[src/tem_map.vh]
`ifndef TEM_MAP_VH
`define TEM_MAP_VH

////////////////////////////////////////////////////////////////////////////
// register address, byte address of the single control/status word
`define TEM_CTRL_ADDR     32'h4000C03C

// field positions inside external_match_control_status
`define TEM_STATE_LSB     0
`define TEM_STATE_W       4
`define TEM_ACT0_LSB      4
`define TEM_ACT1_LSB      6
`define TEM_ACT2_LSB      8
`define TEM_ACT3_LSB      10
`define TEM_ACT_W         2
`define TEM_USED_W        12

// reset values
`define TEM_CTRL_RESET    32'h00000000
`define TEM_STATE_RESET   4'h0
`define TEM_ACTS_RESET    8'h00

////////////////////////////////////////////////////////////////////////////
// action field encodings
`define TEM_ACT_NONE      2'h0
`define TEM_ACT_CLR       2'h1
`define TEM_ACT_SET       2'h2
`define TEM_ACT_TGL       2'h3

// counter width
`define TEM_CNT_W         16

`endif

[src/tem_match_chan.v]
`timescale 1ns/1ns
`include "tem_map.vh"

module tem_match_chan #(
  parameter CNT_W = `TEM_CNT_W
) (
  input  wire             pclk,
  input  wire             presetn,
  input  wire [CNT_W-1:0] timer_count,
  input  wire [CNT_W-1:0] match_value,
  input  wire             count_update,
  input  wire [1:0]       action,
  input  wire             pwm_mode,
  input  wire             pwm_level,
  input  wire             sw_write,
  input  wire             sw_value,
  output reg              state_ff,
  output reg              hit_ff
);

  // apply one action code to a level
  function apply_action;
    input [1:0] code;
    input       level;
    begin
      case (code)
        `TEM_ACT_NONE: apply_action = level;
        `TEM_ACT_CLR:  apply_action = 1'b0;
        `TEM_ACT_SET:  apply_action = 1'b1;
        `TEM_ACT_TGL:  apply_action = ~level;
        default:       apply_action = level;
      endcase
    end
  endfunction

  wire hit;
  wire base;
  reg  nxt_state;

  // compare only when the count takes a new value
  assign hit  = count_update & (timer_count == match_value);
  // a same-cycle write becomes the level the match acts on
  assign base = sw_write ? sw_value : state_ff;

  // next level: pwm overrides, else match action
  always @* begin
    if (pwm_mode) begin
      nxt_state = pwm_level;
    end else if (hit) begin
      nxt_state = apply_action(action, base);
    end else begin
      nxt_state = base;
    end
  end

  // state and match pulse
  always @(posedge pclk or negedge presetn) begin
    if (!presetn) begin
      state_ff <= 1'b0;
      hit_ff   <= 1'b0;
    end else begin
      state_ff <= nxt_state;
      hit_ff   <= hit;
    end
  end

endmodule // tem_match_chan

[src/tem_top.v]
// Our own choice: the APB interface to the registers.
`timescale 1ns/1ns
`include "tem_map.vh"

module tem_top #(
  parameter CNT_W = `TEM_CNT_W
) (
  // apb slave
  input  wire             pclk,
  input  wire             presetn,
  input  wire             psel,
  input  wire             penable,
  input  wire             pwrite,
  input  wire [31:0]      paddr,
  input  wire [31:0]      pwdata,
  input  wire [3:0]       pstrb,
  output wire             pready,
  output wire             pslverr,
  output reg  [31:0]      prdata,
  // counter core
  input  wire [CNT_W-1:0] timer_count,
  input  wire             count_update,
  input  wire [CNT_W-1:0] match_value_0,
  input  wire [CNT_W-1:0] match_value_1,
  input  wire [CNT_W-1:0] match_value_2,
  input  wire [CNT_W-1:0] match_value_3,
  // pwm logic
  input  wire [3:0]       pwm_mode,
  input  wire [3:0]       pwm_level,
  // pin configuration, one select per pinned channel
  input  wire [1:0]       pin_configuration,
  // match outputs
  output wire [1:0]       match_output_pins,
  output wire [1:0]       match_pin_oe_n,
  output wire [3:0]       match_state,
  output wire [3:0]       match_event
);

  ////////////////////////////////////////////////////////////////////////
  // bus decode

  wire        addr_hit;
  wire        setup_rd;
  wire        acc_wr;
  wire        lane0_wr;
  wire        lane1_wr;

  // the single word decodes on the full byte address
  assign addr_hit = (paddr == `TEM_CTRL_ADDR);
  assign setup_rd = psel & ~penable & ~pwrite & addr_hit;
  assign acc_wr   = psel & penable & pwrite & addr_hit;
  // byte lanes: lane 0 holds state bits and fields 0,1
  assign lane0_wr = acc_wr & pstrb[0];
  // lane 1 holds fields 2,3
  assign lane1_wr = acc_wr & pstrb[1];

  // zero wait states, unmapped access answers with an error
  assign pready  = 1'b1;
  assign pslverr = psel & penable & ~addr_hit;

  ////////////////////////////////////////////////////////////////////////
  // action fields

  reg  [7:0] act_ff;
  reg  [7:0] nxt_act;
  wire [1:0] act_0;
  wire [1:0] act_1;
  wire [1:0] act_2;
  wire [1:0] act_3;

  // field writes honour byte strobes
  always @* begin
    nxt_act = act_ff;
    if (lane0_wr) begin
      nxt_act[3:0] = pwdata[`TEM_ACT0_LSB+3:`TEM_ACT0_LSB];
    end
    if (lane1_wr) begin
      nxt_act[7:4] = pwdata[`TEM_ACT2_LSB+3:`TEM_ACT2_LSB];
    end
  end

  // field storage
  always @(posedge pclk or negedge presetn) begin
    if (!presetn) begin
      act_ff <= `TEM_ACTS_RESET;
    end else begin
      act_ff <= nxt_act;
    end
  end

  // per-channel field slices
  assign act_0 = act_ff[1:0];
  assign act_1 = act_ff[3:2];
  assign act_2 = act_ff[5:4];
  assign act_3 = act_ff[7:6];

  ////////////////////////////////////////////////////////////////////////
  // match channels

  wire [3:0] state_q;
  wire [3:0] hit_q;

  // channel 0, also drives pin 0
  tem_match_chan #(
    .CNT_W        (CNT_W)
  ) u_chan0 (
    .pclk         (pclk),
    .presetn      (presetn),
    .timer_count  (timer_count),
    .match_value  (match_value_0),
    .count_update (count_update),
    .action       (act_0),
    .pwm_mode     (pwm_mode[0]),
    .pwm_level    (pwm_level[0]),
    .sw_write     (lane0_wr),
    .sw_value     (pwdata[`TEM_STATE_LSB]),
    .state_ff     (state_q[0]),
    .hit_ff       (hit_q[0])
  );

  // channel 1, also drives pin 1
  tem_match_chan #(
    .CNT_W        (CNT_W)
  ) u_chan1 (
    .pclk         (pclk),
    .presetn      (presetn),
    .timer_count  (timer_count),
    .match_value  (match_value_1),
    .count_update (count_update),
    .action       (act_1),
    .pwm_mode     (pwm_mode[1]),
    .pwm_level    (pwm_level[1]),
    .sw_write     (lane0_wr),
    .sw_value     (pwdata[`TEM_STATE_LSB+1]),
    .state_ff     (state_q[1]),
    .hit_ff       (hit_q[1])
  );

  // channel 2, internal only
  tem_match_chan #(
    .CNT_W        (CNT_W)
  ) u_chan2 (
    .pclk         (pclk),
    .presetn      (presetn),
    .timer_count  (timer_count),
    .match_value  (match_value_2),
    .count_update (count_update),
    .action       (act_2),
    .pwm_mode     (pwm_mode[2]),
    .pwm_level    (pwm_level[2]),
    .sw_write     (lane0_wr),
    .sw_value     (pwdata[`TEM_STATE_LSB+2]),
    .state_ff     (state_q[2]),
    .hit_ff       (hit_q[2])
  );

  // channel 3, internal only
  tem_match_chan #(
    .CNT_W        (CNT_W)
  ) u_chan3 (
    .pclk         (pclk),
    .presetn      (presetn),
    .timer_count  (timer_count),
    .match_value  (match_value_3),
    .count_update (count_update),
    .action       (act_3),
    .pwm_mode     (pwm_mode[3]),
    .pwm_level    (pwm_level[3]),
    .sw_write     (lane0_wr),
    .sw_value     (pwdata[`TEM_STATE_LSB+3]),
    .state_ff     (state_q[3]),
    .hit_ff       (hit_q[3])
  );

  ////////////////////////////////////////////////////////////////////////
  // outputs

  // state bits are visible whether or not pinned out
  assign match_state = state_q;
  assign match_event = hit_q;

  // pin level straight from the state flops, 0 low and 1 high
  assign match_output_pins = state_q[1:0];
  // enable is low while the match function owns the pin
  assign match_pin_oe_n = ~pin_configuration;

  ////////////////////////////////////////////////////////////////////////
  // read data

  wire [31:0] rd_word;

  // reserved bits above the used fields read zero
  assign rd_word = {{(32-`TEM_USED_W){1'b0}}, act_ff, state_q};

  // captured in the setup cycle, held until the next read
  always @(posedge pclk or negedge presetn) begin
    if (!presetn) begin
      prdata <= `TEM_CTRL_RESET;
    end else if (setup_rd) begin
      prdata <= rd_word;
    end
  end

endmodule // tem_top

[config.mk]
export PLATFORM = sky130hd
export DESIGN_NAME = tem_top
export DESIGN_NICKNAME = d
export VERILOG_FILES = /design/src/tem_match_chan.v /design/src/tem_top.v
export VERILOG_INCLUDE_DIRS = /design/src /design/src/src
export SDC_FILE = /design/constraint.sdc
export NUM_CORES = 1
export LEC_CHECK = 0
export BUFFER_PORTS_ARGS = -buffer_cell sky130_fd_sc_hd__buf_2
export CAP_MARGIN = 15
export CORE_MARGIN = 1
export CORE_UTILIZATION = 40
export DETAILED_ROUTE_END_ITERATION = 6
export GPL_ROUTABILITY_DRIVEN = 0
export PLACE_DENSITY = 0.86
export RECOVER_POWER = 50
export REMOVE_ABC_BUFFERS = 1
export SYNTH_ARGS = -nofsm -noshare
export SYNTH_HDL_FRONTEND = slang
export SYNTH_HIERARCHICAL = 1
export SYNTH_SLANG_ARGS = --single-unit
[constraint.sdc]
create_clock -name pclk -period 1.4 [get_ports pclk]
set_input_delay 0.07 -clock pclk [delete_from_list [all_inputs] [get_ports pclk]]
set_output_delay 0.07 -clock pclk [all_outputs]
set_load 0.05 [all_outputs]
==> flow_summary.toml <==
[status]
status = "complete, but fails checks"
violations = "negative setup slack"

[worst_setup_path]
cp.required_ns = 1.62
crit_fanout = 4
arrival_ns = 1.86
timing.rr.start = "u_chan0/state_ff$_DFF_PN0_"
r2r_end = "u_chan0/state_ff$_DFF_PN0_"
critPathKind = "in2reg"
r2r_setup_slack_ns = 0.21
start_kind = "primary input"
worstSetupEndpointType = "register"
r2r_cells = 5

[route]
via_per_inst = 5.11
drtIter0Drc = 98
dr.pass1.iters = 4
drc_errors = 0
ant_nets = 0
wl_per_cell_um = 16.5
postRouteWirelength_mm = 8.31
vias = 2582

[timing]
max_freq_mhz = 607
fin_skew_ns = 0.00506
fin_crit_ns = 1.65
timing.final.crit_share_pct = 118
worst_slack_ns = -0.247
slew_headroom_pct = 52.6
drv_slew = 0
hold_viol_final = 0
rsz0062_at_grt = "true"
setup_viol = 13
worst_slew_pin_slew_ns = 0.711

[synth]
synthMuxAreaShare_pct = 12.6
synth_warnings = 6
synth_cells = 250
ys_ff_latch = 28
synth_compound_area_share_pct = 1.97
synth_top_family_by_area = "simple AND/OR/NAND/NOR gates"
syn-cell-area_mm2 = 0.00254
ys_seq_area_share_pct = 27.6
yosys.area_share.simple_pct = 27.8
synth_fa_ha_area_share_pct = 0
avgSynthCellArea_um2 = 10.2
synth_cell_types = 31
yosys.area_share.xor_xnor_pct = 22.1

[floorplan]
fp-row-count = 28
coreArea_mm2 = 0.00603
ios = 210
initial_core_util_pct = 42.2
dieArea_mm2 = 0.00667
die_y_um = 81.7
die_x_um = 81.7

[clocking]
root_buffer = "clkbuf_8"
clkTransAtPathRegs_ns = 0.10
numClockSinks = 28
worstSkewPairLatency_ns = 0.28
cts_tree = "done"
cts_max_path_buffers = 2
cts_buffers = 3
cts_max_level = 1

[layout]
multiInputGateArea_mm2 = 0.00186
area_growth_syn_to_layout_pct = 47.8
register_area_um2 = 701
fin_area_mm2 = 0.00375
fin_util_pct = 62.3
fillerInstances = 508
diodes = 0
drive_gt1_share_pct = 50.5
nets = 595

[global_routing]
track_usage_pct = 24.0
grt_pass1_vias = 2557
grt_max_degree = 29
grt_antenna_before_repair = 0
grt_overflow = 0
grt_pass1_wl_mm = 11.8

[placement]
placed_area_mm2 = 0.00343
portBuffers = 166
dp_hpwl_mm = 6.73

[power]
ir_drop_mv = 0.371
power_density_mw_per_mm2 = 632
p_leak_uw = 0.00186
fin_total_pwr_uw = 2370

[worst_hold_path]
hold_end = "act_ff[5]$_DFFE_PN0P_"
hold_class = "in2reg"
whs_path_depth = 2
hold_start = "pwdata[9]"

[run]
maxCapViolCount = 0
==> layout by cell type (no fill, tap or decap), types with 2 or more instances in the layout <==
cell	instances
buf_2	155
xor2_1	32
xnor2_1	32
dfrtp_1	28
nand2_1	22
conb_1	21
nor4_1	16
mux2_4	13
buf_6	11
buf_4	10
nand3b_1	8
mux2_1	7
nor4_4	5
nor2_1	5
inv_1	4
nor4b_4	4
nand3_1	4
nand4_1	4
mux2i_4	4
o31ai_1	4
nand4b_1	4
nor3_2	4
nor4bb_1	4
and4bb_1	4
mux2i_1	4
o21ai_0	4
clkbuf_8	3
clkbuf_1	2
==> worst max path at each step <==
stage | startpoint | endpoint | cells past startpoint
after floorplan | paddr[10] | u_chan0/state_ff$_DFF_PN0_ | 9
after global placement | paddr[25] | u_chan0/state_ff$_DFF_PN0_ | 11
after detailed placement | paddr[25] | u_chan0/state_ff$_DFF_PN0_ | 11
after CTS | paddr[27] | u_chan2/state_ff$_DFF_PN0_ | 11
after global routing | paddr[9] | u_chan0/state_ff$_DFF_PN0_ | 11
final | paddr[13] | u_chan0/state_ff$_DFF_PN0_ | 11
==> power by group <==
| group | internal, uW | switching (uW) |
|---|---|---|
| combinational | 358 | 535 |
| clock | 383 | 267 |
| sequential | 816 | 12.6 |
==> metal layers <==
layer,wire (um),track usage (%),up-vias
met5,0,0,-
met3,577,5.11,14
met4,174,7.02,0
met2,4340,45.0,125
met1,3230,27.0,1230
li1,-,-,1213
==> registers in the layout, indices dropped and copies added, names as in the netlist <==
register,flops
u_chan0/hit_ff,1
u_chan3/state_ff,1
u_chan0/state_ff,1
u_chan3/hit_ff,1
prdata,12
u_chan1/state_ff,1
u_chan2/state_ff,1
u_chan2/hit_ff,1
u_chan1/hit_ff,1
act_ff,8
==> final cells by class <==
class	instances	area share, %
Multi-Input combinational cell	213	49.6
Timing Repair Buffer	181	27.0
Sequential cell	28	18.7
Tap cell	75	2.50
Clock buffer	3	1.10
Clock inverter	1	0.800
Inverter	4	0.400
==> critical path, cell delays in order <==
cell and delay, ns:
buf_6 0.10, nor4b_4 0.29, nand4_2 0.15, nor2_2 0.13, and4_1 0.21, buf_6 0.17, mux2i_4 0.28, nand3b_1 0.12
nor3_2 0.14, mux2i_1 0.12, nand3b_1 0.09
==> repair_timing <==
item | CTS | global route
hold buffers | 1 | 0
hold endpoints to repair | 28 | 0
resized for setup | 29 | 14
pin swaps | 13 | 6
setup endpoints to repair | 10 | 25
buffers inserted | 7 | 0
==> cell usage after synthesis <==
master    instances  share of area, %
nand4b_1          4               1.4
nor4b_4           1              0.94
buf_4            24               7.1
nor4_1           16               3.9
and2_1            1              0.25
nand2_1          22               3.3
nand4_1           4              0.99
nor4_4            5               4.2
nor3_1            4              0.79
nor4bb_1          4               1.6
nor4b_2           3               1.8
inv_1             4              0.59
xor2_1           32                11
o21ai_0           4              0.79
o31ai_1           4               1.2
nor3_2            1              0.39
mux2_4            4               2.4
nand4_2           1              0.49
nand3b_1          8               2.4
nand4_4           1              0.84
and4_1            1              0.34
xnor2_1          32                11
dfrtp_1          28                28
mux2_1           16               7.1
mux2i_1           8               3.2
and4bb_1          4               2.0
nor2_1            6              0.89
nand3_1           4              0.79
conb_1            2              0.30
and4b_1           1              0.39
nor2b_1           1              0.25
==> logic make-up after synthesis <==
group | Yosys count
AO/OA/AOI/OAI | 8
XOR/XNOR | 64
buffers and inverters | 28
flip-flops | 28
multiplexers | 28
other | 2
AND/OR/NAND/NOR | 92
==> per-stage QoR <==
| step | setup slack (ns) | cells | hold WS [ns] | TNS, ns |
|---|---|---|---|---|
| floorplan | -0.359 | 245 | -0.226 | -5.06 |
| global placement | -0.500 | 496 | 0.125 | -6.81 |
| detailed placement | -0.624 | 496 | 0.134 | -8.08 |
| CTS | -0.200 | 508 | 0.00602 | -1.48 |
| global route | -0.316 | 505 | 0.00493 | -2.66 |
| finish | -0.247 | 505 | 0.0108 | -1.36 |
No activity file was read; power rests on OpenSTA's default activity.
